**config.mk**
```make
export PLATFORM = sky130hd
export DESIGN_NAME = trip_supervision
export DESIGN_NICKNAME = d
export VERILOG_FILES = /design/src/verilog/supervision_pkg.sv /design/src/verilog/pickup_dropout_timer.sv /design/src/verilog/trip_supervision.sv
export VERILOG_INCLUDE_DIRS = /design/src /design/src/verilog
export SDC_FILE = /design/constraint.sdc
export NUM_CORES = 1
export LEC_CHECK = 0
export ABC_AREA = 0
export BUFFER_PORTS_ARGS = -buffer_cell sky130_fd_sc_hd__buf_2
export CAP_MARGIN = 20
export CORE_MARGIN = 5
export CORE_UTILIZATION = 35
export DETAILED_ROUTE_END_ITERATION = 16
export GPL_TIMING_DRIVEN = 1
export PLACE_DENSITY = 0.52
export SYNTH_ARGS = -nofsm -noshare
export SYNTH_HDL_FRONTEND = slang
export SYNTH_SLANG_ARGS = --single-unit
```
**constraint.sdc**
```tcl
create_clock -name aclk -period 2.7 [get_ports aclk]
set_input_delay 0.135 -clock aclk [delete_from_list [all_inputs] [get_ports aclk]]
set_output_delay 0.135 -clock aclk [all_outputs]
set_load 0.01 [all_outputs]
```
**src/verilog/supervision_regs.svh**
```systemverilog
// Purpose: Register offsets, field positions, reset values and count widths
// Assumes: 32-bit AXI4-Lite data, one aligned word per register
// Notes: Delay registers count clock cycles of aclk (40 ns each)
`ifndef SUPERVISION_REGS_SVH
`define SUPERVISION_REGS_SVH

// Register word indices (byte address divided by four)
`define OFS_TRIP_TERMS 4'h0
`define OFS_TORQUE_CTRL 4'h1
`define OFS_LOAD_DLY 4'h2
`define OFS_CLOSED_PU 4'h3
`define OFS_CLOSED_DO 4'h4
`define OFS_RES_TIME_DLY 4'h5
`define OFS_RES_DEF_DLY 4'h6
`define OFS_STATUS 4'h7
`define ADDR_LSB 2
`define ADDR_MSB 5

// Trip term enable bits
`define TERM_LOW_LOAD 0
`define TERM_LOW_CLOSED 1
`define TERM_RES_PERM5 2
`define TERM_RES_BLOCK5 3
`define TERM_RES_PERM6 4
`define TERM_RES_BLOCK6 5
`define TERM_RES_TIMED 6
`define TERM_RES_INST 7
`define TERM_RES_DEF 8
`define TERM_WIDTH 9

// Torque control bits
`define TC_ASSIGNED 0
`define TC_INVERTED 1
`define TC_SEL_TIMED 2
`define TC_SEL_INST 3
`define TC_SEL_DEF 4
`define TC_WIDTH 5

// Reset values
`define RST_TERMS 9'h000
`define RST_TORQUE 5'h00
`define RST_DELAY 16'h0000
`define DLY_WIDTH 16

// Bus responses
`define RESP_OKAY 2'h0
`define RESP_SLVERR 2'h2

`endif

```
**src/verilog/supervision_pkg.sv**
```systemverilog
// Purpose: Types shared by the supervision block
// Assumes: Constants come from supervision_regs.svh
// Notes: All state of the top is one packed struct
`include "supervision_regs.svh"

package supervision_pkg;

	typedef logic [`DLY_WIDTH-1:0] delay_t;

	// Whole state of one qualifying timer
	typedef struct packed {
		delay_t count;
		logic out_bit;
		logic out_bit_n;
	} timer_s;

	// Measured element bits entering the block
	typedef struct packed {
		logic low_set_phase_element;
		logic load_current_detector;
		logic breaker_aux_closed;
		logic residual_timed_pickup;
		logic residual_inst_pickup;
		logic residual_def_pickup;
	} elements_s;

	// Physical control inputs
	typedef struct packed {
		logic input_four;
		logic input_five;
		logic input_six;
	} inputs_s;

	// Software settings
	typedef struct packed {
		logic [`TERM_WIDTH-1:0] terms;
		logic [`TC_WIDTH-1:0] torque;
		delay_t load_detect_pickup_delay;
		delay_t closed_pickup_delay;
		delay_t closed_dropout_delay;
		delay_t res_time_delay;
		delay_t res_def_delay;
	} settings_s;

	// Whole state of the top module
	typedef struct packed {
		settings_s cfg;
		logic aw_held;
		logic [3:0] aw_index;
		logic w_held;
		logic [31:0] wdata;
		logic [3:0] wstrb;
		logic awready;
		logic wready;
		logic bvalid;
		logic [1:0] bresp;
		logic arready;
		logic rvalid;
		logic [31:0] rdata;
		logic [1:0] rresp;
		logic protective_open_request;
		logic residual_inst_gated;
	} state_s;

endpackage

```
**src/verilog/pickup_dropout_timer.sv**
```systemverilog
// Purpose: Pickup and dropout qualified timer for one logic bit
// Assumes: Delays counted in aclk cycles; zero means one cycle latency
// Notes: Any break in the input restarts the pickup count
`timescale 1ns/1ps
`include "supervision_regs.svh"
module pickup_dropout_timer
	import supervision_pkg::*;
(
	// Clock and reset
	input wire logic aclk,
	input wire logic aresetn,
	// Settings
	input wire delay_t pickup_delay,
	input wire delay_t dropout_delay,
	// Bit to qualify and qualified result
	input wire logic in_bit,
	output logic out_bit,
	output logic out_bit_n
);

	timer_s state;
	timer_s next_state;

	// Count while the input disagrees with the output, restart on agreement
	always_comb begin
		next_state = state;
		if (in_bit == state.out_bit) begin
			next_state.count = `RST_DELAY;
		end else if (in_bit && state.count >= pickup_delay) begin
			next_state.count = `RST_DELAY;
			next_state.out_bit = 1'b1;
			next_state.out_bit_n = 1'b0;
		end else if (!in_bit && state.count >= dropout_delay) begin
			next_state.count = `RST_DELAY;
			next_state.out_bit = 1'b0;
			next_state.out_bit_n = 1'b1;
		end else begin
			next_state.count = state.count + 1'b1;
		end
	end

	// State register, output idle low and its inverse high
	always_ff @(posedge aclk) begin
		if (!aresetn) begin
			state.count <= `RST_DELAY;
			state.out_bit <= 1'b0;
			state.out_bit_n <= 1'b1;
		end else begin
			state <= next_state;
		end
	end

	// Both senses come from their own flops
	assign out_bit = state.out_bit;
	assign out_bit_n = state.out_bit_n;

endmodule

```
**src/verilog/trip_supervision.sv**
```systemverilog
// Purpose: Cold load blocking and ground element disabling for the trip contacts
// Assumes: Element bits and inputs are synchronous to aclk; AXI4-Lite registers
// Notes: Trip contact closes one cycle after its terms become true
`timescale 1ns/1ps
`include "supervision_regs.svh"

module trip_supervision
	import supervision_pkg::*;
(
	// Clock and reset
	input wire logic aclk,
	input wire logic aresetn,
	// AXI4-Lite write address and data
	input wire logic [31:0] s_axi_awaddr,
	input wire logic [2:0] s_axi_awprot,
	input wire logic s_axi_awvalid,
	output logic s_axi_awready,
	input wire logic [31:0] s_axi_wdata,
	input wire logic [3:0] s_axi_wstrb,
	input wire logic s_axi_wvalid,
	output logic s_axi_wready,
	// AXI4-Lite write response
	output logic [1:0] s_axi_bresp,
	output logic s_axi_bvalid,
	input wire logic s_axi_bready,
	// AXI4-Lite read
	input wire logic [31:0] s_axi_araddr,
	input wire logic [2:0] s_axi_arprot,
	input wire logic s_axi_arvalid,
	output logic s_axi_arready,
	output logic [31:0] s_axi_rdata,
	output logic [1:0] s_axi_rresp,
	output logic s_axi_rvalid,
	input wire logic s_axi_rready,
	// Measured elements and control inputs
	input wire elements_s elements,
	input wire inputs_s inputs,
	// Trip contact and supervision bits
	output logic protective_open_request,
	output logic delayed_load_detect,
	output logic breaker_closed_timed,
	output logic breaker_open_timed,
	output logic residual_timed_element,
	output logic residual_def_element,
	output logic residual_inst_gated
);

	state_s state;
	state_s next_state;
	logic torque_enable;
	logic [2:0] pickup_raw;
	logic [2:0] pickup_sel;
	logic [2:0] pickup_gated;
	logic res_timed_gated;
	logic res_def_gated;
	logic res_inst_gated;
	logic [`TERM_WIDTH-1:0] term;
	logic [31:0] status;

	// External torque control level from input four, either sense
	always_comb begin
		if (!state.cfg.torque[`TC_ASSIGNED]) begin
			torque_enable = 1'b1;
		end else if (state.cfg.torque[`TC_INVERTED]) begin
			torque_enable = !inputs.input_four;
		end else begin
			torque_enable = inputs.input_four;
		end
	end

	// Pickups and their selection bits, one order: timed, inst, def
	assign pickup_raw = {elements.residual_timed_pickup, elements.residual_inst_pickup,
		elements.residual_def_pickup};
	assign pickup_sel = {state.cfg.torque[`TC_SEL_TIMED], state.cfg.torque[`TC_SEL_INST],
		state.cfg.torque[`TC_SEL_DEF]};

	// Only pickups named in the selection see the torque gate
	for (genvar g = 0; g < 3; g++) begin : gen_torque
		assign pickup_gated[g] = pickup_raw[g] && (torque_enable || !pickup_sel[g]);
	end

	// Gated pickups by name
	assign res_timed_gated = pickup_gated[2];
	assign res_inst_gated = pickup_gated[1];
	assign res_def_gated = pickup_gated[0];

	// Load detector qualified by its pickup delay, no dropout delay
	pickup_dropout_timer load_timer (
		.aclk(aclk),
		.aresetn(aresetn),
		.pickup_delay(state.cfg.load_detect_pickup_delay),
		.dropout_delay(`RST_DELAY),
		.in_bit(elements.load_current_detector),
		.out_bit(delayed_load_detect),
		.out_bit_n()
	);

	// Breaker auxiliary contact qualified by pickup and dropout delays
	pickup_dropout_timer closed_timer (
		.aclk(aclk),
		.aresetn(aresetn),
		.pickup_delay(state.cfg.closed_pickup_delay),
		.dropout_delay(state.cfg.closed_dropout_delay),
		.in_bit(elements.breaker_aux_closed),
		.out_bit(breaker_closed_timed),
		.out_bit_n(breaker_open_timed)
	);

	// Residual time element only times while its gated pickup holds
	pickup_dropout_timer res_time_timer (
		.aclk(aclk),
		.aresetn(aresetn),
		.pickup_delay(state.cfg.res_time_delay),
		.dropout_delay(`RST_DELAY),
		.in_bit(res_timed_gated),
		.out_bit(residual_timed_element),
		.out_bit_n()
	);

	// Residual definite-time element, same gating idea
	pickup_dropout_timer res_def_timer (
		.aclk(aclk),
		.aresetn(aresetn),
		.pickup_delay(state.cfg.res_def_delay),
		.dropout_delay(`RST_DELAY),
		.in_bit(res_def_gated),
		.out_bit(residual_def_element),
		.out_bit_n()
	);

	// Low-set and residual input terms are an element ANDed with a supervising bit; the last three are the residual elements alone
	always_comb begin
		term = '0;
		term[`TERM_LOW_LOAD] = elements.low_set_phase_element
			&& delayed_load_detect;
		term[`TERM_LOW_CLOSED] = elements.low_set_phase_element
			&& breaker_closed_timed;
		term[`TERM_RES_PERM5] = residual_timed_element && inputs.input_five;
		term[`TERM_RES_BLOCK5] = residual_timed_element && !inputs.input_five;
		term[`TERM_RES_PERM6] = residual_timed_element && inputs.input_six;
		term[`TERM_RES_BLOCK6] = residual_timed_element && !inputs.input_six;
		term[`TERM_RES_TIMED] = residual_timed_element;
		term[`TERM_RES_INST] = res_inst_gated;
		term[`TERM_RES_DEF] = residual_def_element;
	end

	// Live state for software
	always_comb begin
		status = '0;
		status[0] = delayed_load_detect;
		status[1] = breaker_closed_timed;
		status[2] = breaker_open_timed;
		status[3] = residual_timed_element;
		status[4] = residual_def_element;
		status[5] = state.residual_inst_gated;
		status[6] = state.protective_open_request;
		status[7] = torque_enable;
		status[8] = inputs.input_four;
		status[9] = inputs.input_five;
		status[10] = inputs.input_six;
		status[11] = elements.load_current_detector;
		status[12] = elements.breaker_aux_closed;
	end

	// Bus slave, settings and trip output
	always_comb begin
		logic [3:0] ridx;
		logic mapped;
		logic [31:0] word;
		ridx = s_axi_araddr[`ADDR_MSB:`ADDR_LSB];
		mapped = 1'b0;
		word = '0;
		next_state = state;
		next_state.awready = 1'b0;
		next_state.wready = 1'b0;
		next_state.arready = 1'b0;

		// Trip contact closes whenever any enabled term is true
		next_state.protective_open_request = |(term & state.cfg.terms);
		next_state.residual_inst_gated = res_inst_gated;

		// Write address and data taken in either order
		if (s_axi_awvalid && !state.aw_held && !state.awready && !state.bvalid) begin
			next_state.awready = 1'b1;
			next_state.aw_held = 1'b1;
			next_state.aw_index = s_axi_awaddr[`ADDR_MSB:`ADDR_LSB];
			if (|s_axi_awaddr[31:`ADDR_MSB+1] || |s_axi_awaddr[1:0]) begin
				next_state.aw_index = 4'hF;
			end
		end
		if (s_axi_wvalid && !state.w_held && !state.wready && !state.bvalid) begin
			next_state.wready = 1'b1;
			next_state.w_held = 1'b1;
			next_state.wdata = s_axi_wdata;
			next_state.wstrb = s_axi_wstrb;
		end

		// Commit the write once both halves are held
		if (state.aw_held && state.w_held && !state.bvalid) begin
			next_state.aw_held = 1'b0;
			next_state.w_held = 1'b0;
			next_state.bvalid = 1'b1;
			next_state.bresp = `RESP_OKAY;
			word = state.wdata;
			for (int i = 0; i < 4; i++) begin
				if (!state.wstrb[i]) begin
					word[8*i +: 8] = 8'h00;
				end
			end
			case (state.aw_index)
				// Nine term enables across lanes zero and one
				`OFS_TRIP_TERMS: begin
					if (state.wstrb[0]) next_state.cfg.terms[7:0] = word[7:0];
					if (state.wstrb[1]) next_state.cfg.terms[8] = word[8];
				end
				// Torque control lives in lane zero
				`OFS_TORQUE_CTRL: begin
					if (state.wstrb[0]) next_state.cfg.torque = word[`TC_WIDTH-1:0];
				end
				// Delay settings take lanes zero and one
				`OFS_LOAD_DLY: begin
					next_state.cfg.load_detect_pickup_delay =
						merge(state.cfg.load_detect_pickup_delay, word, state.wstrb);
				end
				`OFS_CLOSED_PU: begin
					next_state.cfg.closed_pickup_delay =
						merge(state.cfg.closed_pickup_delay, word, state.wstrb);
				end
				`OFS_CLOSED_DO: begin
					next_state.cfg.closed_dropout_delay =
						merge(state.cfg.closed_dropout_delay, word, state.wstrb);
				end
				`OFS_RES_TIME_DLY: begin
					next_state.cfg.res_time_delay =
						merge(state.cfg.res_time_delay, word, state.wstrb);
				end
				`OFS_RES_DEF_DLY: begin
					next_state.cfg.res_def_delay =
						merge(state.cfg.res_def_delay, word, state.wstrb);
				end
				// Status is live state, nothing to store
				`OFS_STATUS: begin
					next_state.bresp = `RESP_OKAY; // Read-only, write ignored
				end
				// Unmapped or unaligned places are refused
				default: begin
					next_state.bresp = `RESP_SLVERR;
				end
			endcase
		end
		// Response handshake ends the write
		if (state.bvalid && s_axi_bready) begin
			next_state.bvalid = 1'b0;
		end

		// Read: take the address, answer on the next edge
		if (s_axi_arvalid && !state.arready && !state.rvalid) begin
			next_state.arready = 1'b1;
			next_state.rvalid = 1'b1;
			mapped = !(|s_axi_araddr[31:`ADDR_MSB+1]) && !(|s_axi_araddr[1:0]);
			case (ridx)
				`OFS_TRIP_TERMS: word = 32'(state.cfg.terms);
				`OFS_TORQUE_CTRL: word = 32'(state.cfg.torque);
				`OFS_LOAD_DLY: word = 32'(state.cfg.load_detect_pickup_delay);
				`OFS_CLOSED_PU: word = 32'(state.cfg.closed_pickup_delay);
				`OFS_CLOSED_DO: word = 32'(state.cfg.closed_dropout_delay);
				`OFS_RES_TIME_DLY: word = 32'(state.cfg.res_time_delay);
				`OFS_RES_DEF_DLY: word = 32'(state.cfg.res_def_delay);
				`OFS_STATUS: word = status;
				default: mapped = 1'b0;
			endcase
			// Refused reads carry zero data
			next_state.rdata = mapped ? word : 32'h00000000;
			next_state.rresp = mapped ? `RESP_OKAY : `RESP_SLVERR;
		end
		// Read data leaves on its handshake
		if (state.rvalid && s_axi_rready) begin
			next_state.rvalid = 1'b0;
		end
	end

	// Byte-lane merge of a 16-bit delay setting
	function automatic delay_t merge(input delay_t old, input logic [31:0] word,
		input logic [3:0] strb);
		delay_t v;
		v = old;
		if (strb[0]) v[7:0] = word[7:0];
		if (strb[1]) v[15:8] = word[15:8];
		return v;
	endfunction

	// State register
	always_ff @(posedge aclk) begin
		if (!aresetn) begin
			// Handshakes and trip output idle
			state <= '0;
			// Settings to their reset values
			state.cfg.terms <= `RST_TERMS;
			state.cfg.torque <= `RST_TORQUE;
			state.cfg.load_detect_pickup_delay <= `RST_DELAY;
			state.cfg.closed_pickup_delay <= `RST_DELAY;
			state.cfg.closed_dropout_delay <= `RST_DELAY;
			state.cfg.res_time_delay <= `RST_DELAY;
			state.cfg.res_def_delay <= `RST_DELAY;
		end else begin
			state <= next_state;
		end
	end

	// Outputs straight from the state flops
	assign s_axi_awready = state.awready;
	assign s_axi_wready = state.wready;
	assign s_axi_bvalid = state.bvalid;
	assign s_axi_bresp = state.bresp;
	assign s_axi_arready = state.arready;
	assign s_axi_rvalid = state.rvalid;
	assign s_axi_rdata = state.rdata;
	assign s_axi_rresp = state.rresp;

	// Trip contact and gated pickup from their flops
	assign protective_open_request = state.protective_open_request;
	assign residual_inst_gated = state.residual_inst_gated;

endmodule

```
* Word level (Yosys, flattened, before mapping)
Index checks and enable logic that the tools add are counted.
Widths: inputs -> output; s select.
** Storage, ports and cells
- Bits in registers :: 248
- Output and inout port bits :: 48
- Word-level logic and storage cells :: 188
** Operators by class
- $add $sub $neg :: 4
- Magnitude comparators :: 8
- Equality and inequality tests :: 18
- Multiplexer cells :: 25
- Bitwise logic cells :: 6
- Reduce and logical (&&, ||, !) cells :: 90
** Operators with widths (number)
- $pmux 32 s8 :: 1
- $ge 16x16->1 :: 5
- $add 16x1->16 const B :: 4
- $mux 32 :: 2
- $reduce_or 26->1 :: 2
- $ge 16x1->1 const B :: 3
- $reduce_and 3->1 :: 13
- $mux 36 :: 1
- $eq 4x3->1 const B :: 8
- $mux 8 :: 4
- $logic_and 1x1->1 :: 30
- $mux 2 :: 10
- $logic_not 1->1 :: 19
- $eq 4x2->1 const B :: 4
- $reduce_or 4->1 :: 4
- $reduce_or 8->1 :: 2
- $reduce_or 2->1 :: 5
- $and 9x9->9 :: 1
- $reduce_or 9->1 :: 1
- $eq 4x1->1 const B :: 2
- $logic_not 4->1 :: 2
- $reduce_and 2->1 :: 4
- $reduce_bool 2->1 :: 4
- $mux 1 :: 6
- 4 further kinds :: 14

* Logic depth before layout (Yosys ltp)
Gate-level depths: netlist of the first run.
- Depth after elaboration :: 9
- Depth in mapped cells :: 9
- Gate-level depth less buffers :: 8

* Hierarchy
A second synthesis of the first run with hierarchy kept.
** Second synthesis, totals
- Cell total of the unflattened synthesis :: 1603
- Area total of the unflattened synthesis :: 13982.2 µm²
** By module, submodules not included
- trip_supervision :: times used 1, cells each 761, area an instance 7208.2 µm², seq. area each 3183.1 µm²
- pickup_dropout_timer (closed_timer ...) :: times used 3, cells each 216, area an instance 1717.9 µm², seq. area each 360.3 µm²
- pickup_dropout_timer (res_def_timer) :: times used 1, cells each 194, area an instance 1620.3 µm², seq. area each 360.3 µm²

* Worst setup path after synthesis of the first run
No wires, ideal clock.
- Path type :: register -> register
- From :: reg closed_timer.state[2] in the netlist's numbering
- To :: reg closed_timer.state[13] in the netlist's numbering
- Library setup time :: 0.078 ns
- Data arrival time :: 2.357 ns
- Required time :: 2.622 ns
- Setup slack :: 0.265 ns
- Stages on the path, launching flop included :: 10
- Path buffers :: 1
- Cell sequence :: dfxtp_1 inv_1 ha_1 nand2b_4 a2111oi_2 a2111oi_0 or4_4 o22a_4 buf_6 nor3_1
** Between the ends
- Cells in the longest elaborated chain, start to end :: 3
- Elaborated cells between the ends (all ways) :: 6
- Classes of those cells :: 1 x add/sub; 2 x order compare; 3 x reduce/logical
** RTL lines
- start, declared :: RTL line pickup_dropout_timer.sv:21 : timer_s state;
- start signal, assigned :: RTL line pickup_dropout_timer.sv:49 : state <= next_state;
- $ge 16x16->1, on equally long branches :: RTL line pickup_dropout_timer.sv:33, pickup_dropout_timer.sv:29
- $logic_and 1x1->1, on equally long branches :: RTL line pickup_dropout_timer.sv:33, pickup_dropout_timer.sv:29
- $reduce_or 4->1 (no line)
Several ways; a longest one is shown, not always the timed one.
A chain may end at the register's enable or synchronous reset.

* Worst setup path in the final report of the first run
- From :: reg load_timer.state[2] in the netlist's numbering
- To :: reg load_timer.out_bit (netlist name)
** Between the ends
- Cells in the longest elaborated chain, start to end :: 4
- Elaborated cells between the ends (all ways) :: 7
- Classes of those cells :: 2 x order compare; 1 x mux; 4 x reduce/logical
** RTL lines (RTL line)
- start, declared :: pickup_dropout_timer.sv:21
- start signal, assigned :: pickup_dropout_timer.sv:49
- $ge 16x1->1 / $ge 16x16->1 (equally long branches) :: pickup_dropout_timer.sv:33, pickup_dropout_timer.sv:29
- $logic_and 1x1->1, on equally long branches :: pickup_dropout_timer.sv:33, pickup_dropout_timer.sv:29
- $reduce_bool 2->1 (no line)
- $reduce_and 2->1 (no line)
Several ways; a longest one is shown, not always the timed one.

==> metrics, run 1 <==
placed cell area=12,370 µm²; launching point of the worst reg2reg path=load_timer.state[2]; XOR/XNOR Fraction of Synth Area=under 10%; post-synthesis area per instance=8.608 µm²; DRC=0; clk sink count=228; Initial Util=35.26%; commonest non-fill, non-tap cell in the layout=dfxtp_1; max cap viols=0; Async S/R FF share, synth=0%; Worst EP required=3.13 ns; clk buf depth=3; P&R area growth vs syn=19.65%; worst-margin pin slew=1.093 ns; DR vias/cell=~5; final worst path period share=about 93%; die width=between 150 and 200 µm; CTS tree=done; initial antenna violation count=1; Slew headroom=26.86%; Synth Area in Simple Gates=20.45%; unrepaired setup endpoints after global routing=no; post-DP HPWL=25,080 µm; Crit Path Max Fanout=5; initial drt markers=535; count of cell types in the netlist=65; Total GRT Usage=18.15%; Worst Setup SP=load_timer.state[2]; wire per inst=17.50 µm; Num CTS Buffers=28; Critical Path Source Type=flop; fill cell count=3,296; synthesized netlist cell count=1,326; outcome=complete, no violations; first-pass GRT wire length=between 50,000 and 60,000 µm; Final Hold Vio Count=0; sequential area share after synthesis=39.99%; io pins=170; largest family of logic cells by synthesized area=simple AND/OR/NAND/NOR gates; Final nets=1,665; number of flops mapped to enable cells by yosys=0; most frequent cells in the layout=228 x dfxtp_1, 160 x nor2_1, 143 x buf_2; antenna-violating nets left=0; reg2reg end=load_timer.out_bit; placed insts=1,839; H-Tree Depth=1; GP Congestion=between 0.8 and 0.9; Hold Path Cell Cnt=3; gr ovfl total=0; fin crit period=between 2 and 3 ns; P per Cell Area=roughly 570 nW/µm²; clock-pin slew on the worst setup and hold paths=around 0.060 ns; Static Leakage=0.005790 µW; flops & latches, synth=roughly 230; Hold WC Path Type=in -> reg; Pwr Total=around 7800 µW; Hold EP=closed_timer.out_bit; ys flop type=dfxtp_1; input/output buffers=143; Setup crit end kind=flop; Finished Layout Cells=1,921; Synth Area in Compound Gates=11.60%; largest net degree at the start of global routing=70; core box area=~32,000 µm²; final setup vio count=0; ant diodes=0; hold_ws=about 0.027 ns; layout cell share with drive strength beyond 1=15.89%; Hold Path Origin=elements[3]; First-pass DRT Iterations=5; setup_tns=0 ns; r2r worst-path depth=9; Mapped Area=11,410 µm²; Final Skew=0.01590 ns; Via Count=slightly below 10,000; Cell Rows=between 60 and 70; VDD IR-drop max=around 0.00050 V; WS Path Type=reg -> reg; max frequency=0.3992 GHz; Die ar.=~36,000 µm²; Detailed Route WL=33,620 µm; FF-to-FF setup slack=0.20 ns; clk_lat worst skew=0.54 ns; mux contribution to synthesized area=6.500%; adder-cell share of the synthesized area=9.207%; CTS root buf=clkbuf_16; number of global-route vias before repair=9,285; Max Transition Viols Final=0; final instance area=13,660 µm²; die height=190.6 µm; synth warn=0; crit path DAT=around 2.9 ns
## cell usage after synthesis (34+ instances only)
| cell type | n | area (µm²) |
|---|---|---|
| buf_4 | 36 | 270.3 |
| a22oi_1 | 47 | 352.8 |
| nor2_1 | 160 | 600.6 |
| inv_1 | 94 | 352.8 |
| ha_1 | 84 | 1051 |
| a21oi_1 | 78 | 390.4 |
| dfxtp_1 | 228 | 4564 |
| nand2_1 | 111 | 416.7 |
| xor2_1 | 34 | 297.8 |
| clkbuf_1 | 54 | 202.7 |
| nand3_1 | 74 | 370.4 |
| mux2i_1 | 73 | 730.7 |
| and3_1 | 36 | 225.2 |
## report_power, final
part / leakage [µW] / internal, µW / switching [µW] / total (µW)
sequential: 0.00184 / 3410 / 94.7 / 3500
combinational: 0.00348 / 165 / 223 / 388
clock: 0.000467 / 2430 / 1460 / 3890
## per-layer routing
layer  part of all wire (%)  track usage (%)  routed length [µm]  vias up
li1                       -                -                   -     4843
met1                     48            26.11               16000     4490
met2                     44            28.23               14850      265
met3                    4.8            2.307                1620       59
met4                    3.4            5.994                1143        2
met5                  0.021                0                   7        -
## worst max path at each step
stage	end	cells past startpoint
final	load_timer.out_bit	9
after global routing	load_timer.out_bit	9
after CTS	load_timer.out_bit	9
after detailed placement	load_timer.state[4]	8
after global placement	closed_timer.state[5]	8
after floorplan	closed_timer.state[13]	9
## area by class of cell
type / count / area (µm²) / area share (%)
multi-input cells: 906 / 5963 / 43.66
well taps: 442 / 553.0 / 4.049
clock inverters: 10 / 135.1 / 0.9894
clock buffers: 40 / 837.1 / 6.129
inverters: 95 / 359.1 / 2.629
flip-flops and latches: 228 / 4564 / 33.42
repair buffers: 200 / 1246 / 9.124
## through the flow
step,utilization (%),setup slack (ns)
after floorplan,-,0.2648
after global routing,42.19,0.08103
final,42.19,0.1950
after detailed placement,38.21,0.1743
after global placement,38.21,0.2487
after CTS,42.17,0.1702
## kinds of logic after synthesis
logic type | Yosys count
AND/OR/NAND/NOR | 490
flip-flops | 228
AO/OA/AOI/OAI | 199
buffers and inverters | 193
adder cells (fa/ha/maj) | 84
multiplexers | 74
XOR/XNOR | 57
other | 1
## state kept, by name (all words and copies together), names as in the netlist, 3 cells and up
name                  cells
res_time_timer.state     16
res_def_timer.state      16
closed_timer.state       16
load_timer.state         16
state                   115
s_axi_rdata              32
pickup_sel                3
## worst max-delay path, stage by stage (launching register included)
cell and delay, ns:
dfxtp_1 0.40, inv_1 0.07, ha_1 0.28, nand2b_1 0.14, a21o_1 0.17, a211oi_1 0.28, o31a_1 0.19, o2111ai_1 0.15
and3_1 0.20, dlygate4sd3_1 0.54
## timing repair
action | 4_1_cts | 5_1_grt
endpoints found under the hold margin | 30 | 0
resized for setup | 0 | 0
buffers inserted | 0 | 0
hold buffers | 31 | 0
(Power assumes the default switching activity.)
==> run 2: changes to the inputs <==
--- a/config.mk
+++ b/config.mk
@@ -7,13 +7,13 @@
 export NUM_CORES = 1
 export LEC_CHECK = 0
 export ABC_AREA = 0
-export BUFFER_PORTS_ARGS = -buffer_cell sky130_fd_sc_hd__buf_2
 export CAP_MARGIN = 20
 export CORE_MARGIN = 5
 export CORE_UTILIZATION = 35
 export DETAILED_ROUTE_END_ITERATION = 16
+export DONT_BUFFER_PORTS = 1
 export GPL_TIMING_DRIVEN = 1
-export PLACE_DENSITY = 0.52
+export PLACE_DENSITY = 0.48
 export SYNTH_ARGS = -nofsm -noshare
 export SYNTH_HDL_FRONTEND = slang
 export SYNTH_SLANG_ARGS = --single-unit
==> run 2 against run 1 <==
Design area fell by 5.2%. First-iteration DRC count grew 8.4%. Global-route usage fell by 0.31 points. Wire length hardly changed. Clock skew rose by 0.0071 ns. Largest cell class unchanged. Worst hold slack improved by 0.0039 ns. Non-clock buffer count shrank 127. Fmax shrank 3.6%. Final cell count shrank 7.0%.
==> metrics, run 2 (same netlist as run 1, synthesis figures left out) <==
outcome=complete, no violations (unchanged); Max Transition Viols Final=0 (unchanged); input/output buffers=0 (was 143); max FFs per register=115 (unchanged); H-Tree Depth=1 (unchanged); GP Congestion=0.8531 (was 0.8779); max frequency=0.3846 GHz (was 0.3992 GHz); Crit Path Max Fanout=6 (was 5); Final Skew=0.02305 ns (was 0.01590 ns); Setup crit end kind=flop (unchanged); First-pass DRT Iterations=7 (was 5); DR vias/cell=5.134 (was 5.028); placed insts=1,696 (was 1,839); Top reg by flops=state (unchanged); pre-CTS setup slack=0.2284 ns (was 0.1743 ns); Final Hold Vio Count=0 (unchanged); CTS tree=done (unchanged); Hold Path Origin=aresetn (was elements[3]); initial antenna violation count=1 (unchanged); largest net degree at the start of global routing=67 (was 70); Hold WC Path Type=in -> reg (unchanged); core box area=32,370 µm² (unchanged); clock-pin slew on the worst setup and hold paths=0.06 ns (about the same); clk buf depth=3 (unchanged); Hold EP=s_axi_rdata[1] (was closed_timer.out_bit); ant diodes=0 (unchanged); Total GRT Usage=17.84% (was 18.15%); clk sink count=228 (unchanged); VDD IR-drop max=0.0004075 V (was 0.0004967 V); commonest non-fill, non-tap cell in the layout=dfxtp_1 (unchanged); DRC=0 (unchanged); Die ar.=36,320 µm² (unchanged); final worst path period share=96.29% (was 92.78%); P per Cell Area=554.3 nW/µm² (was 569.6 nW/µm²); Via Count=9,169 (was 9,659); Initial Util=35.26% (unchanged); r2r worst-path depth=7 (was 9); CTS root buf=clkbuf_16 (unchanged); final setup vio count=0 (unchanged); clk_lat worst skew=0.54 ns (about the same); Hold Path Cell Cnt=2 (was 3); Num CTS Buffers=26 (was 28); max cap viols=0 (unchanged); crit path DAT=3.07 ns (was 2.93 ns); hold_ws=0.03069 ns (was 0.02676 ns); Final Util=40.00% (was 42.19%); P&R area growth vs syn=13.44% (was 19.65%); number of global-route vias before repair=8,682 (was 9,285); worst-margin pin slew=1.097 ns (was 1.093 ns); reg2reg end=s_axi_rdata[3] (was load_timer.out_bit); Detailed Route WL=33,630 µm (was 33,620 µm); die height=190.6 µm (unchanged); fin crit period=2.600 ns (was 2.505 ns); most frequent cells in the layout=228 x dfxtp_1, 160 x nor2_1, 111 x nand2_1 (was 228 x dfxtp_1, 160 x nor2_1, 143 x buf_2); post-layout worst setup margin=0.1002 ns (was 0.1950 ns); WS Path Type=reg -> reg (unchanged); io pins=170 (unchanged); FF-to-FF setup slack=0.10 ns (was 0.20 ns); launching point of the worst reg2reg path=s_axi_rvalid (was load_timer.state[2]); Final nets=1,536 (was 1,665); wire per inst=18.83 µm (was 17.50 µm); Pwr Total=7178 µW (was 7779 µW); Worst EP required=3.17 ns (was 3.13 ns); Static Leakage=0.005163 µW (was 0.005790 µW); first-pass GRT wire length=51,230 µm (was 52,590 µm); Slew headroom=26.57% (was 26.86%); die width=190.6 µm (unchanged); Critical Path Source Type=flop (unchanged); initial drt markers=580 (was 535); gr ovfl total=0 (unchanged); post-DP HPWL=25,040 µm (was 25,080 µm); Finished Layout Cells=1,786 (was 1,921); Cell Rows=66 (unchanged); layout cell share with drive strength beyond 1=6.696% (was 15.89%); antenna-violating nets left=0 (unchanged)
run 2: cell type report:
type | instances | area (µm²)
clock buffers | 34 | 720.7
well taps | 442 | 553.0
inverters | 95 | 359.1
fillers | 3327 | 19420
clock inverters | 8 | 85.08
flip-flops and latches | 228 | 4564
multi-input cells | 906 | 5978
repair buffers | 73 | 688.2
run 2: repair_timing:
action | in CTS | in global routing
hold buffers | 44 | 0
resized for setup | 0 | 3
hold endpoints to repair | 57 | 0
setup buffers | 0 | 4
endpoints found under the setup margin | 0 | 1
run 2: worst max-delay path, stage by stage (launching register included):
cell and delay (ns):
dfxtp_1 0.35, or3b_4 0.42, or4_4 0.56, nor4_4 0.26
buf_6 0.16, o21ai_0 0.08, dlygate4sd3_1 0.59, a21oi_2 0.11
run 2: where the power goes:
group	internal (µW)	total [µW]	switching, µW
registers	3410	3510	105
logic	125	307	182
clock network	1960	3360	1400
run 2: stage by stage:
| step | setup TNS (ns) | area, µm² |
|---|---|---|
| 6_report | 0 | 12950 |
| 5_1_grt | -0.01866 | 12950 |
| 4_1_cts | 0 | 12910 |
| 3_5_place_dp | 0 | 11650 |
| 3_3_place_gp | 0 | 11640 |
| 2_1_floorplan | 0 | 11420 |
run 2: layer usage:
metal  track usage, %  up-vias  share of wire (%)
met2            26.77      203                 43
met3            3.131       54                5.2
met4            5.000        2                2.9
met5                0        -              0.021
li1                 -     4592                  -
met1            26.31     4318                 49
run 2: worst max path at each step:
stage / depth (start not counted) / end / from / slack [ns]
after floorplan: 9 / closed_timer.state[13] / closed_timer.state[2] / 0.26
after global placement: 8 / closed_timer.state[4] / closed_timer.state[2] / 0.27
after detailed placement: 8 / closed_timer.state[10] / closed_timer.state[2] / 0.23
after CTS: 7 / s_axi_rdata[3] / s_axi_rvalid / 0.10
after global routing: 7 / s_axi_rdata[3] / s_axi_rvalid / -0.02
final: 7 / s_axi_rdata[3] / s_axi_rvalid / 0.10
